## config.mk

```make
export PLATFORM = sky130hd
export DESIGN_NAME = windowed_watchdog_control
export DESIGN_NICKNAME = d
export VERILOG_FILES = /design/src/wd_pkg.sv /design/src/windowed_watchdog_control.sv /design/src/wd_clock_pick.sv
export SDC_FILE = /design/constraint.sdc
export NUM_CORES = 1
export LEC_CHECK = 0
export ABC_CLOCK_PERIOD_IN_PS = 3830
export BUFFER_PORTS_ARGS = -buffer_cell sky130_fd_sc_hd__buf_2
export CAP_MARGIN = 15
export CORE_MARGIN = 3
export CORE_UTILIZATION = 35
export DETAILED_ROUTE_END_ITERATION = 6
export GPL_ROUTABILITY_DRIVEN = 0
export SYNTH_ARGS = -nofsm -noshare
export SYNTH_HDL_FRONTEND = slang
export SYNTH_SLANG_ARGS = --single-unit
```

## constraint.sdc

```tcl
create_clock -name clock -period 3.83 [get_ports clock]
set_clock_uncertainty 0.2 [all_clocks]
set_input_delay 0.1915 -clock clock [delete_from_list [all_inputs] [get_ports clock]]
set_output_delay 0.1915 -clock clock [all_outputs]
set_load 0.01 [all_outputs]
```

## src/wd_pkg.sv

```systemverilog
// Summary of operation
// - Select code doubles ratio, 1:32 up to 2^23
// - Codes 10011 to 11111 act as 1:32
// - Code 01011 is 1:65536, reset default
// - Fuse all ones loads 01011, else fuse
// - Select field locked unless fuse all ones
// - Software enable counts only in mode 01
// - Control zero: select 5:1, enable 0
// - Clock select bits 6:4, three sources
// - Clock fuse 111 resets select to 000
// - Clock select locked unless fuse 111
// - Window code sets closed delay eighths
// - Window select resets from window fuse
// - Window select locked unless fuse 111
// - Prescale counter readable over three registers
// - Timer register shows counter bits 3:0 in bits 6:3, bit 7 zero
// - Timer bit 2 shows armed state
// - Nominal intervals assume 31 kHz base
// - Clear outside open window causes reset
// - Read control zero arms; unarmed clear violates unless window code is 111
// - Control register write clears watchdog counter
// - Enable mode selects always, awake, software, off
package wd_pkg;

   // ==========================================
   // Register map, byte addresses
   localparam logic [7:0] OFS_CONTROL_ZERO = 8'h00;
   localparam logic [7:0] OFS_CONTROL_ONE  = 8'h04;
   localparam logic [7:0] OFS_PRESCALE_LOW = 8'h08;
   localparam logic [7:0] OFS_PRESCALE_HIGH = 8'h0C;
   localparam logic [7:0] OFS_COUNTER_STAT = 8'h10;

   // ==========================================
   // Field positions
   localparam int TMO_SEL_LSB  = 1;
   localparam int SW_EN_BIT    = 0;
   localparam int CLK_SEL_LSB  = 4;
   localparam int WIN_SEL_LSB  = 0;
   localparam int ARMED_BIT    = 2;
   localparam int COUNT_LSB    = 3;

   // ==========================================
   // Codes and reset values
   localparam logic [4:0] TMO_SEL_DEFAULT = 5'h0B;
   localparam logic [4:0] TMO_SEL_MAX     = 5'h12;
   localparam logic [4:0] FUSE_FREE_5     = 5'h1F;
   localparam logic [2:0] FUSE_FREE_3     = 3'h7;
   localparam logic [2:0] CLK_SEL_RESET   = 3'h0;
   localparam logic [2:0] CLK_LOW_FREQ    = 3'h0;
   localparam logic [2:0] CLK_MID_FREQ    = 3'h1;
   localparam logic [2:0] CLK_SECONDARY   = 3'h2;
   localparam logic [2:0] WIN_FULL_OPEN   = 3'h7;

   // ==========================================
   // Timing: ratio 2^(5+code), split as
   // prescaler 2^code and 32 counter steps
   localparam int PRESCALE_WIDTH = 18;
   localparam int COUNTER_WIDTH  = 5;
   localparam int STATUS_COUNT_W = 4;
   localparam int NOMINAL_BASE_HZ = 31000;

   typedef enum logic [1:0] {
      EN_OFF    = 2'b00,
      EN_SOFT   = 2'b01,
      EN_AWAKE  = 2'b10,
      EN_ALWAYS = 2'b11
   } en_mode_t;

endpackage

```

## src/windowed_watchdog_control.sv

```systemverilog
`timescale 1ns/1ps
module windowed_watchdog_control
   import wd_pkg::*;
#(
   parameter int PS_W  = PRESCALE_WIDTH,
   parameter int CNT_W = COUNTER_WIDTH
)
(
   input  wire logic            clock,
   input  wire logic            nrst,
   input  wire logic            ce,
   input  wire logic            psel,
   input  wire logic            penable,
   input  wire logic            pwrite,
   input  wire logic [7:0]      paddr,
   input  wire logic [31:0]     pwdata,
   input  wire logic [3:0]      pstrb,
   output logic [31:0]          prdata,
   output logic                 pready,
   output logic                 pslverr,
   input  wire wd_pkg::en_mode_t fuse_enable_mode,
   input  wire logic [4:0]      fuse_prescale_default,
   input  wire logic [2:0]      fuse_clock_default,
   input  wire logic [2:0]      fuse_window_default,
   input  wire logic            sleep,
   input  wire logic            clear_watchdog_instruction,
   input  wire logic            low_freq_tick,
   input  wire logic            mid_freq_tick,
   input  wire logic            secondary_tick,
   output logic                 watchdog_reset,
   output logic                 window_violation,
   output logic                 sleep_wake
);

   // ==========================================
   // Decode helpers
   function automatic logic [PS_W-1:0] ps_limit(input logic [4:0] code);
      logic [PS_W-1:0] one;
      one = {{(PS_W-1){1'b0}}, 1'b1};
      if (code > TMO_SEL_MAX) begin
         ps_limit = '0;
      end else begin
         ps_limit = (one << code) - one;
      end
   endfunction

   function automatic logic hit(input logic [7:0] a, input logic [7:0] ofs);
      hit = (a == ofs);
   endfunction

   // ==========================================
   // Registers and wires
   logic [4:0]      timeout_select;
   logic            software_enable_bit;
   logic [2:0]      clock_source_select;
   logic [2:0]      window_select;
   logic [PS_W-1:0] prescale_counter;
   logic [CNT_W-1:0] wd_count;
   logic            armed_reg;
   logic            sleep_reg;
   logic            base_tick;
   logic            active;
   logic            access;
   logic            wr_ctrl0;
   logic            wr_ctrl1;
   logic            rd_ctrl0;
   logic            mapped;
   logic            ps_hit;
   logic            timeout;
   logic            windowed;
   logic            win_open;
   logic            clear_ok;
   logic            violation;
   logic            count_clear;
   logic            ps_free;
   logic            clk_free;
   logic            win_free;
   logic [31:0]     read_next;

   // ==========================================
   // Time base
   wd_clock_pick u_pick (
      .clock               (clock),
      .nrst                (nrst),
      .ce                  (ce),
      .clock_source_select (clock_source_select),
      .low_freq_tick       (low_freq_tick),
      .mid_freq_tick       (mid_freq_tick),
      .secondary_tick      (secondary_tick),
      .base_tick           (base_tick)
   );

   // ==========================================
   // Bus decode, zero wait states
   assign access = psel & penable & ce;
   assign pready = access;
   assign mapped = hit(paddr, OFS_CONTROL_ZERO) | hit(paddr, OFS_CONTROL_ONE)
                 | hit(paddr, OFS_PRESCALE_LOW) | hit(paddr, OFS_PRESCALE_HIGH)
                 | hit(paddr, OFS_COUNTER_STAT);
   assign pslverr  = access & ~mapped;
   assign wr_ctrl0 = access & pwrite & pstrb[0] & hit(paddr, OFS_CONTROL_ZERO);
   assign wr_ctrl1 = access & pwrite & pstrb[0] & hit(paddr, OFS_CONTROL_ONE);
   assign rd_ctrl0 = access & ~pwrite & hit(paddr, OFS_CONTROL_ZERO);

   // Fuses are static straps; locks follow them live
   assign ps_free  = (fuse_prescale_default == FUSE_FREE_5);
   assign clk_free = (fuse_clock_default == FUSE_FREE_3);
   assign win_free = (fuse_window_default == FUSE_FREE_3);

   // ==========================================
   // Enable and window logic
   always_comb begin
      unique case (fuse_enable_mode)
         EN_ALWAYS: active = 1'b1;
         EN_AWAKE:  active = ~sleep;
         EN_SOFT:   active = software_enable_bit;
         EN_OFF:    active = 1'b0;
      endcase
   end

   assign ps_hit   = (prescale_counter == ps_limit(timeout_select));
   assign timeout  = active & base_tick & ps_hit & (&wd_count);
   assign windowed = (window_select != WIN_FULL_OPEN);
   // Open from eighth (7 - code) on: 000 opens last eighth only
   assign win_open = (wd_count[CNT_W-1 -: 3] >= ~window_select);
   assign clear_ok = ~windowed | (armed_reg & win_open);
   assign violation = active & clear_watchdog_instruction & ~clear_ok;

   // Any reason to restart the period
   assign count_clear = ~active | wr_ctrl0 | wr_ctrl1
                      | (sleep != sleep_reg)
                      | (clear_watchdog_instruction & clear_ok)
                      | violation;

   // ==========================================
   // Control register zero
   always_ff @(posedge clock) begin
      if (!nrst) begin
         if (ps_free) begin
            timeout_select <= TMO_SEL_DEFAULT;
         end else begin
            timeout_select <= fuse_prescale_default;
         end
      end else if (ce && wr_ctrl0 && ps_free) begin
         timeout_select <= pwdata[TMO_SEL_LSB +: 5];
      end
   end

   always_ff @(posedge clock) begin
      if (!nrst) begin
         software_enable_bit <= 1'b0;
      end else if (ce && wr_ctrl0) begin
         software_enable_bit <= pwdata[SW_EN_BIT];
      end
   end

   // ==========================================
   // Control register one
   always_ff @(posedge clock) begin
      if (!nrst) begin
         if (clk_free) begin
            clock_source_select <= CLK_SEL_RESET;
         end else begin
            clock_source_select <= fuse_clock_default;
         end
      end else if (ce && wr_ctrl1 && clk_free) begin
         clock_source_select <= pwdata[CLK_SEL_LSB +: 3];
      end
   end

   always_ff @(posedge clock) begin
      if (!nrst) begin
         window_select <= fuse_window_default;
      end else if (ce && wr_ctrl1 && win_free) begin
         window_select <= pwdata[WIN_SEL_LSB +: 3];
      end
   end

   // ==========================================
   // Prescaler and watchdog counter
   always_ff @(posedge clock) begin
      if (!nrst) begin
         prescale_counter <= '0;
         wd_count         <= '0;
      end else if (ce) begin
         if (count_clear) begin
            prescale_counter <= '0;
            wd_count         <= '0;
         end else if (active && base_tick) begin
            if (ps_hit) begin
               prescale_counter <= '0;
               wd_count         <= wd_count + 1'b1;
            end else begin
               prescale_counter <= prescale_counter + 1'b1;
            end
         end
      end
   end

   always_ff @(posedge clock) begin
      if (!nrst) begin
         sleep_reg <= 1'b0;
      end else if (ce) begin
         sleep_reg <= sleep;
      end
   end

   // ==========================================
   // Arming: a read arms, a clear disarms; set wins
   always_ff @(posedge clock) begin
      if (!nrst) begin
         armed_reg <= 1'b0;
      end else if (ce) begin
         if (rd_ctrl0) begin
            armed_reg <= 1'b1;
         end else if (clear_watchdog_instruction) begin
            armed_reg <= 1'b0;
         end
      end
   end

   // ==========================================
   // Event outputs, one-cycle pulses
   // A time-out while asleep wakes instead of resetting
   always_ff @(posedge clock) begin
      if (!nrst) begin
         watchdog_reset   <= 1'b0;
         window_violation <= 1'b0;
         sleep_wake       <= 1'b0;
      end else if (ce) begin
         watchdog_reset   <= (timeout & ~sleep) | violation;
         window_violation <= violation;
         sleep_wake       <= timeout & sleep;
      end
   end

   // ==========================================
   // Read data, captured in the setup phase
   always_comb begin
      read_next = 32'h0000_0000;
      if (hit(paddr, OFS_CONTROL_ZERO)) begin
         read_next[TMO_SEL_LSB +: 5] = timeout_select;
         read_next[SW_EN_BIT]        = software_enable_bit;
      end else if (hit(paddr, OFS_CONTROL_ONE)) begin
         read_next[CLK_SEL_LSB +: 3] = clock_source_select;
         read_next[WIN_SEL_LSB +: 3] = window_select;
      end else if (hit(paddr, OFS_PRESCALE_LOW)) begin
         read_next[7:0] = prescale_counter[7:0];
      end else if (hit(paddr, OFS_PRESCALE_HIGH)) begin
         read_next[7:0] = prescale_counter[15:8];
      end else if (hit(paddr, OFS_COUNTER_STAT)) begin
         read_next[1:0]       = prescale_counter[17:16];
         read_next[ARMED_BIT] = armed_reg;
         read_next[COUNT_LSB +: STATUS_COUNT_W] = wd_count[STATUS_COUNT_W-1:0];
      end
   end

   always_ff @(posedge clock) begin
      if (!nrst) begin
         prdata <= 32'h0000_0000;
      end else if (ce && psel && !penable) begin
         prdata <= read_next;
      end
   end
endmodule

```

## src/wd_clock_pick.sv

```systemverilog
`timescale 1ns/1ps
module wd_clock_pick
   import wd_pkg::*;
(
   input  wire logic       clock,
   input  wire logic       nrst,
   input  wire logic       ce,
   input  wire logic [2:0] clock_source_select,
   input  wire logic       low_freq_tick,
   input  wire logic       mid_freq_tick,
   input  wire logic       secondary_tick,
   output logic            base_tick
);

   logic tick_next;

   // ==========================================
   // Source select
   always_comb begin
      unique case (clock_source_select)
         CLK_LOW_FREQ:  tick_next = low_freq_tick;
         CLK_MID_FREQ:  tick_next = mid_freq_tick;
         CLK_SECONDARY: tick_next = secondary_tick;
         default:       tick_next = 1'b0;
      endcase
   end

   // Reserved codes stall the time base
   always_ff @(posedge clock) begin
      if (!nrst) begin
         base_tick <= 1'b0;
      end else if (ce) begin
         base_tick <= tick_next;
      end
   end

endmodule

```

# --- Yosys cells after proc, flatten, opt, wreduce, memory -nomap -nowiden ---
# Index checks and enable logic that the tools add are counted.
op_classes:
  reduce_logical: 19
  order_cmp: 2
  shifts: 1
  mux: 29
  eq_ne: 18
  n_addsub: 3
  n_bitwise: 36
op_table:
  columns: ["operator", "count"]
  rows:
  - ["$mux W18", 4]
  - ["$mux W5", 6]
  - ["$mux W3", 7]
  - ["$add A18 B1 Y18 const B", 1]
  - ["$and A1 B1 Y1", 18]
  - ["$eq A18 B18 Y1", 1]
  - ["$shl A1 B5 Y18 const A", 1]
  - ["$sub A18 B1 Y18 const B", 1]
  - ["$eq A8 B4 Y1 const B", 2]
  - ["$mux W7", 2]
  - ["$or A1 B1 Y1", 11]
  - ["$eq A8 B3 Y1 const B", 1]
  - ["$eq A8 B5 Y1 const B", 1]
  - ["$logic_and A1 B1 Y1", 8]
  - ["$logic_not A8 Y1", 1]
  - ["$mux W8", 1]
  - ["$eq A3 B3 Y1 const B", 2]
  - ["$mux W6", 1]
  - ["$ne A2 B1 Y1 const B", 3]
  - ["$not A1 Y1", 6]
  - ["$reduce_bool A2 Y1", 3]
  - ["$add A5 B1 Y5 const B", 1]
  - ["$eq A5 B5 Y1 const B", 1]
  - ["$gt A5 B5 Y1 const B", 1]
  - ["other kinds (18)", 24]
totals:
  word_cells: 121
  reg_bits: 49

# --- Logic depth before layout (Yosys ltp) ---
# Gate-level depths: netlist (run 1).
depth:
  word_depth: 12
  mapped_depth: 14
  depth_no_buf: 10

# --- Modules after synthesis ---
# Synthesis (run 1) repeated with hierarchy kept, for this count alone.
hier_totals:
  hier_cells: 464
  area_unflattened_um2: 3809.9
modules_own_cells:
  columns: ["module", "cells_per_inst", "seq_area_each_um2", "area_each_um2", "n_inst"]
  rows:
  - ["windowed_watchdog_control", 456, 1071.0, 3748.6, 1]
  - ["wd_clock_pick", 8, 20.0, 61.3, 1]

# --- Least setup slack after synthesis (run 1) ---
# OpenSTA, ideal clock, no wires.
synth_path:
  path_type: "reg2reg"
  start: "register timeout_select[3]"
  end: "register prescale_counter[7]"
  arrival_time_ns: 3.255
  period_less_slack_ns: 3.569
  n_path_buf: 4
  setup_time_ns: 0.115
  path_stages_with_launch: 15
  setup_slack_ns: 0.261
  path_cell_list: "edfxtp_1 > buf_2 > buf_2 > nor3_1 > nand3_1 > ha_1 > buf_2 > or4b_1 > o32ai_1 > nor2_1 > xor2_1 > nand4_2 > o31ai_4 > buf_6 > nor2_1"
synth_between:
  elab_chain_cells: 7
  elab_cells_between_ends: 8
  classes_between: "1 x add/sub; 1 x order compare; 1 x eq/ne; 1 x shift; 4 x mux"
synth_lines:
  columns: ["item", "line", "text"]
  rows:
  - ["from (decl)", "windowed_watchdog_control.sv:53", "logic [4:0] timeout_select;"]
  - ["from (signal assigned)", "windowed_watchdog_control.sv:142", "timeout_select <= fuse_prescale_default;"]
  - ["from (signal assigned)", "windowed_watchdog_control.sv:145", "timeout_select <= pwdata[TMO_SEL_LSB +: 5];"]
  - ["$shl A1 B5 Y18", "windowed_watchdog_control.sv:43", "ps_limit = (one << code) - one;"]
  - ["$sub A18 B1 Y18", "windowed_watchdog_control.sv:43", null]
  - ["$mux W18 *", "windowed_watchdog_control.sv:40", "if (code > TMO_SEL_MAX) begin"]
  - ["$eq A18 B18 Y1 *", "windowed_watchdog_control.sv:121", "assign ps_hit = (prescale_counter == ps_limit(timeout_select));"]
  - ["$mux W18 *", "windowed_watchdog_control.sv:190", "if (ps_hit) begin"]
  - ["$mux W18 *", "windowed_watchdog_control.sv:189", "end else if (active && base_tick) begin"]
  - ["$mux W18 *", "windowed_watchdog_control.sv:186", "if (count_clear) begin"]
  - ["to (signal assigned)", "windowed_watchdog_control.sv:194", "prescale_counter <= prescale_counter + 1'b1;"]
  - ["to (decl)", "windowed_watchdog_control.sv:57", "logic [PS_W-1:0] prescale_counter;"]
# Mark *: on every way between the ends. The rest lies on a longest branch, timed or not. The select of a mux whose other input is x is not followed.
# A chain may end at the register's enable or synchronous reset.

# --- Worst setup path in the final report (run 1) ---
layout_path:
  start: "register timeout_select[1]"
  end: "register prescale_counter[6]"
# The elaborated chain is that of the path after synthesis.

==> key figures, run 1 <==
Run status
  – Status: finished, final reports clean

STA
  – Max-slew violation count: 0
  – Max_slew headroom: roughly 34%
  – Final hold viol count: 0
  – PnR worst setup slack: between 0.4 and 0.5 ns
  – Worst-Margin Slew: roughly 1 ns
  – Final setup viols: 0
  – Period utilization: 89.16%
  – RSZ-0062 raised after global routing: no
  – Achievable frequency: between 200 and 300 MHz
  – Final min period: ~3.4 ns
  – Worst hold slack: 0.009551 ns
  – Fin Setup TNS: 0 ns

Die
  – Die Span Y: 107.7 um
  – Die X: about 110 um
  – CORE AREA: approximately 10000 um2
  – Starting Density: 36.53%
  – I/O pin cnt: approximately 110
  – Die area: approximately 12,000 um2
  – Row count: 36

Placed design
  – Placement-stage worst setup slack: approximately 0.36 ns
  – DP HPWL: roughly 7100 um
  – Placed Instance Area: slightly below 4000 um2
  – Port-buffer cells: 52

Global route
  – Vias in the first global route: 3,127
  – Initial antenna violation count: 0
  – Largest net degree at the start of global routing: 28
  – Global-route wire length before repair: 15,270 um
  – GRT Util Overall: 16.15%
  – Total gr overflow: 0

CTS
  – Clock Sinks: just under 50
  – Clock transition at path regs: approximately 0.09 ns
  – CTS tree: built
  – Clock Tree Root: clkbuf_8
  – H-Tree Depth: 2
  – Worst skew pair latency: roughly 0.3 ns
  – CTS Buf Count: 5
  – Maximum clock insertion buffer count: 2

Drt
  – DRC viols: 0
  – Drt total wl: 9310 um
  – Average wire per standard cell: around 15 um
  – Vias per std cell: ~5.4
  – DR vias: roughly 3,400
  – Initial DRC count: ~180
  – Detailed Routing Iterations Pass 1: 5
  – Detail Route Antenna Nets: 0

Finish
  – Largest registers: prescale_counter x18, prdata x8
  – Fin nets: between 500 and 600
  – Area grow syn2layout: 10.78%
  – Largest register FFs: 18
  – Final instance area: 4010 um2
  – Biggest register: prescale_counter
  – N_diodes: 0
  – Fillers: between 1,000 and 1,500
  – Share of cells above drive strength 1: ~17%

Worst setup path
  – FF-to-FF path depth: 11
  – CP required: approximately 3.8 ns
  – Reg2reg end: prescale_counter[6]
  – Crit path DAT: roughly 3.4 ns
  – Critical Path Start Type: flop
  – Crit-path max FO: 16
  – Worst reg2reg path startpoint: timeout_select[1]
  – R2R Setup Slk: around 0.42 ns
  – Worst setup EP type: flop
  – CP Class: reg -> reg

Power and ir drop
  – Worst vdd ir: about 0.16 mV
  – Pwr/cell area: 280.7 nW/um2
  – Design Power: about 1.1 mW
  – Leakage: 1.556 nW

Synth
  – Post-synth EDFFs: 11
  – Synth Flop Type: dfxtp_1
  – Synthesis Warnings: 0
  – Post-Synthesis Mean Instance Area: 8.044 um2
  – Post-Synthesis Cells: between 400 and 500
  – Cell variety after synth: 73
  – Sequential area share after synthesis: 30.14%
  – Ys async rst share: 0%
  – Seq cells post-synth: between 40 and 50
  – Cell Area, Synth: about 3600 um2

Hold path
  – Hold Path End: timeout_select[1]
  – WHS Path Cells: 3
  – Worst Hold Class: in -> reg
  – Hold Crit Start: pwdata[2]

Run
  – MaxCap Viol Count: 0
## synth_stat cells (11+ instances only)
master | number | area [um2]
xor2_1 | 11 | 96.34
mux2i_1 | 21 | 210.2
xnor2_1 | 12 | 105.1
buf_4 | 27 | 202.7
o21ai_0 | 21 | 105.1
nand3_1 | 16 | 80.08
dfxtp_1 | 38 | 760.7
edfxtp_1 | 11 | 330.3
nand2_1 | 48 | 180.2
inv_1 | 15 | 56.30
nor3_1 | 11 | 55.05
a21oi_1 | 20 | 100.1
nor2_1 | 49 | 183.9
## placed cells by master, fill, tap and decap left out, drive strengths merged, types with 3 or more instances in the layout
cell,n
mux2i,21
or3,6
inv,16
a21oi,20
edfxtp,11
nor3,12
nand2,48
buf,61
o21ai,22
conb,24
or2,4
a31oi,3
dfxtp,38
nor2b,4
ha,7
xor2,11
nand2b,6
xnor2,12
o32ai,3
nor4,9
a22oi,4
dlygate4sd3,4
a21boi,3
and3,6
nand3,16
o22ai,8
nand4,9
clkbuf,5
a211oi,10
nor2,49
## worst max-delay path, cell delays in order, from the launching register on
cell and delay [ns]:
edfxtp_1 0.51, nor2_1 0.19, nand2_1 0.08, ha_1 0.28, or4b_1 0.58, o32ai_1 0.26
nor2_1 0.11, xor2_1 0.18, nand4_2 0.30, o31ai_4 0.31, buf_4 0.24, nor2_1 0.07
## report_power, final
part	internal (mW)	switching, mW
combinational	0.0992	0.157
clock	0.129	0.177
sequential	0.548	0.0165
total	0.776	0.350
## final cells by class
type	instances	area (um2)	area share, %
multi-input cells	359	2236	55.76
clock buffers	5	68.82	1.716
repair buffers	65	367.9	9.173
clock inverters	3	20.02	0.4992
well taps	133	166.4	4.150
flip-flops and latches	49	1091	27.21
inverters	16	60.06	1.498
## metrics by stage
stage	std cells	util [%]
after floorplan	473	-
final	630	40.47
after CTS	629	40.32
after detailed placement	618	39.12
after global placement	618	39.12
after global routing	630	40.47
## worst max-delay path by stage
stage,from,endpoint,slack [ns],cells after the start
2_1_floorplan,timeout_select[3],prescale_counter[7],0.26,14
3_3_place_gp,timeout_select[3],prescale_counter[15],0.45,11
3_5_place_dp,timeout_select[3],prescale_counter[17],0.36,11
4_1_cts,timeout_select[3],prescale_counter[17],0.33,11
5_1_grt,timeout_select[3],wd_count[4],0.11,11
6_report,timeout_select[1],prescale_counter[6],0.42,11
## layer usage
metal | GRT usage (%) | share of wire, %
met5 | 0 | 0
met4 | 3.877 | 1.5
met3 | 2.819 | 6.1
met2 | 25.98 | 47
met1 | 22.44 | 46
## kinds of logic after synthesis
| logic type | count (synthesis) | synth area share (%) |
|---|---|---|
| AND/OR/NAND/NOR | 183 | 25.61 |
| AO/OA/AOI/OAI | 100 | 19.43 |
| buffers and inverters | 65 | 10.61 |
| flip-flops | 49 | 30.14 |
| XOR/XNOR | 23 | 5.565 |
| multiplexers | 22 | 6.118 |
| adder cells (fa/ha/maj) | 7 | 2.420 |
| other | 1 | 0.1036 |
## timing repair
action                                 CTS  global route
hold buffers                             3             1
endpoints found under the hold margin    3             1
setup endpoints to repair                0             2
buffers inserted                         0             0
resized for setup                        0             1
No activity file was read; power rests on OpenSTA's default activity.
==> run 2: changes to the inputs <==
- CORE_MARGIN: 3 -> 2
- CTS_CLUSTER_SIZE: not set -> 16
- REMOVE_ABC_BUFFERS: not set -> 1
==> key figures, run 2 (synthesized netlist as in run 1, its figures left out) <==
Run status
  – Status: finished, final reports clean

CTS
  – Clock Sinks: just under 50
  – Worst skew pair latency: between 0.3 and 0.4 ns
  – CTS Buf Count: 5
  – Post-CTS Setup Repair Bufs: 0
  – H-Tree Depth: 2
  – Maximum clock insertion buffer count: 2
  – Clock Tree Root: clkbuf_8
  – CTS tree: built
  – Clock transition at path regs: around 0.090 ns

Finish
  – Layout Utilization: 39.67%
  – Largest registers: prescale_counter x18, prdata x8
  – Share of cells above drive strength 1: roughly 17%
  – Biggest register: prescale_counter
  – Area grow syn2layout: 11.61%
  – N_diodes: 0
  – Leading cell type in the layout, fill and taps excluded: buf_2
  – Fin nets: approximately 570
  – Most frequent cells in the layout: buf_2, nor2_1, nand2_1, dfxtp_1, conb_1
  – Largest register FFs: 18

Die
  – Die Span Y: about 110 um
  – Starting Density: a little over a third
  – Die area: about 11,000 um2
  – CORE AREA: slightly above 10,000 um2
  – I/O pin cnt: 105
  – Die X: 105.7 um
  – Row count: 37

Drt
  – Vias per std cell: around 5.3
  – Initial DRC count: just over 200
  – DR vias: 3,356
  – Detail Route Antenna Nets: 0
  – Average wire per standard cell: about 15 um
  – Detailed Routing Iterations Pass 1: 5
  – Drt total wl: 9425 um
  – DRC viols: 0

Power and ir drop
  – Pwr/cell area: 284.6 nW/um2
  – Leakage: approximately 1.6 nW
  – Worst vdd ir: around 0.16 mV

Worst setup path
  – Crit-path max FO: 16
  – Critical Path Start Type: flop
  – CP Class: reg -> reg
  – CP required: about 3.8 ns
  – Crit path DAT: about 3.6 ns
  – Worst setup EP type: flop

STA
  – Period utilization: between 90% and 100%
  – Worst-Margin Slew: ~0.97 ns
  – Max-slew violation count: 0
  – PnR worst setup slack: around 0.23 ns
  – Fin Setup TNS: 0 ns
  – Achievable frequency: between 200 and 300 MHz
  – RSZ-0062 raised after global routing: no
  – Final setup viols: 0
  – Final hold viol count: 0
  – Final min period: 3.601 ns
  – Max_slew headroom: between 30 and 40%

Global route
  – GRT Util Overall: around 17%
  – Total gr overflow: 0
  – Initial antenna violation count: 0
  – Vias in the first global route: just over 3,000
  – Largest net degree at the start of global routing: 28
  – Global-route wire length before repair: between 15,000 and 20,000 um

Placed design
  – DP HPWL: 7190 um
  – Placement-stage worst setup slack: a little under 0.3 ns
  – Port-buffer cells: 52

Run
  – MaxCap Viol Count: 0

Hold path
  – Worst Hold Class: in -> reg
[run 2: cell count changes in the layout (fill, tap and decap cells not counted), sizes merged]
| cell | previous run | this run |
|---|---|---|
| clkbuf | 5 | 6 |
| clkinv | 2 | 3 |
| dlygate4sd3 | 4 | 6 |
| buf | 61 | 60 |
| clkinvlp | 1 | 0 |
| inv | 16 | 15 |
[run 2: final timing paths]
kind	startpoint	end	slack [ns]	cells after the start
min reg2reg	sleep_wake	sleep_wake	0.30	2
max	timeout_select[3]	prescale_counter[2]	0.23	11
max reg2reg	timeout_select[3]	prescale_counter[2]	0.23	11
min	pwdata[2]	timeout_select[1]	0.007	3
[run 2: area by class of cell]
class                           count  area [um2]
Fill cell                        1090        6145
Multi-Input combinational cell    359        2242
Sequential cell                    49        1091
Timing Repair Buffer               66       380.4
Tap cell                          136       170.2
Clock buffer                        6       82.58
Inverter                           16       60.06
Clock inverter                      2       13.76
[run 2: routing by layer]
metal  global-route usage (%)  wire (um)  vias up
met1                    22.61       4221     1588
met3                    1.917        361       11
met2                    29.59       4701       87
li1                         -          -     1670
met4                    4.511        140        0
met5                        0          0        -
[run 2: critical path, cell delays in order, from the launching register on]
cell      delay (ns)
edfxtp_1        0.39
nor3_1          0.33
nand3_1         0.12
ha_1            0.32
or4b_1          0.59
o32ai_1         0.27
nor2_1          0.13
xor2_1          0.20
nand4_2         0.31
o31ai_4         0.32
buf_4           0.24
nor2_1          0.07
[run 2: stage by stage]
stage,instance area [um2],hold slack (ns),total power [mW],std cells
global route,4040,0.01354,1.207,634
CTS,4029,0.002676,1.153,634
detailed placement,3872,0.2463,0.8273,620
global placement,3872,0.2408,0.8213,620
finish,4040,0.006892,1.150,634
floorplan,3382,0.1084,0.7322,424
[run 2: power by group]
group / switching [mW] / leakage (nW) / internal (mW) / total, mW
Clock: 0.179 / 0.0512 / 0.147 / 0.325
Sequential: 0.0161 / 0.415 / 0.547 / 0.564
Combinational: 0.160 / 1.11 / 0.101 / 0.261
[run 2: repair_timing]
item / 4_1_cts / 5_1_grt
resized for setup: 0 / 2
endpoints found under the setup margin: 0 / 3
hold buffers: 6 / 0
hold endpoints to repair: 6 / 0
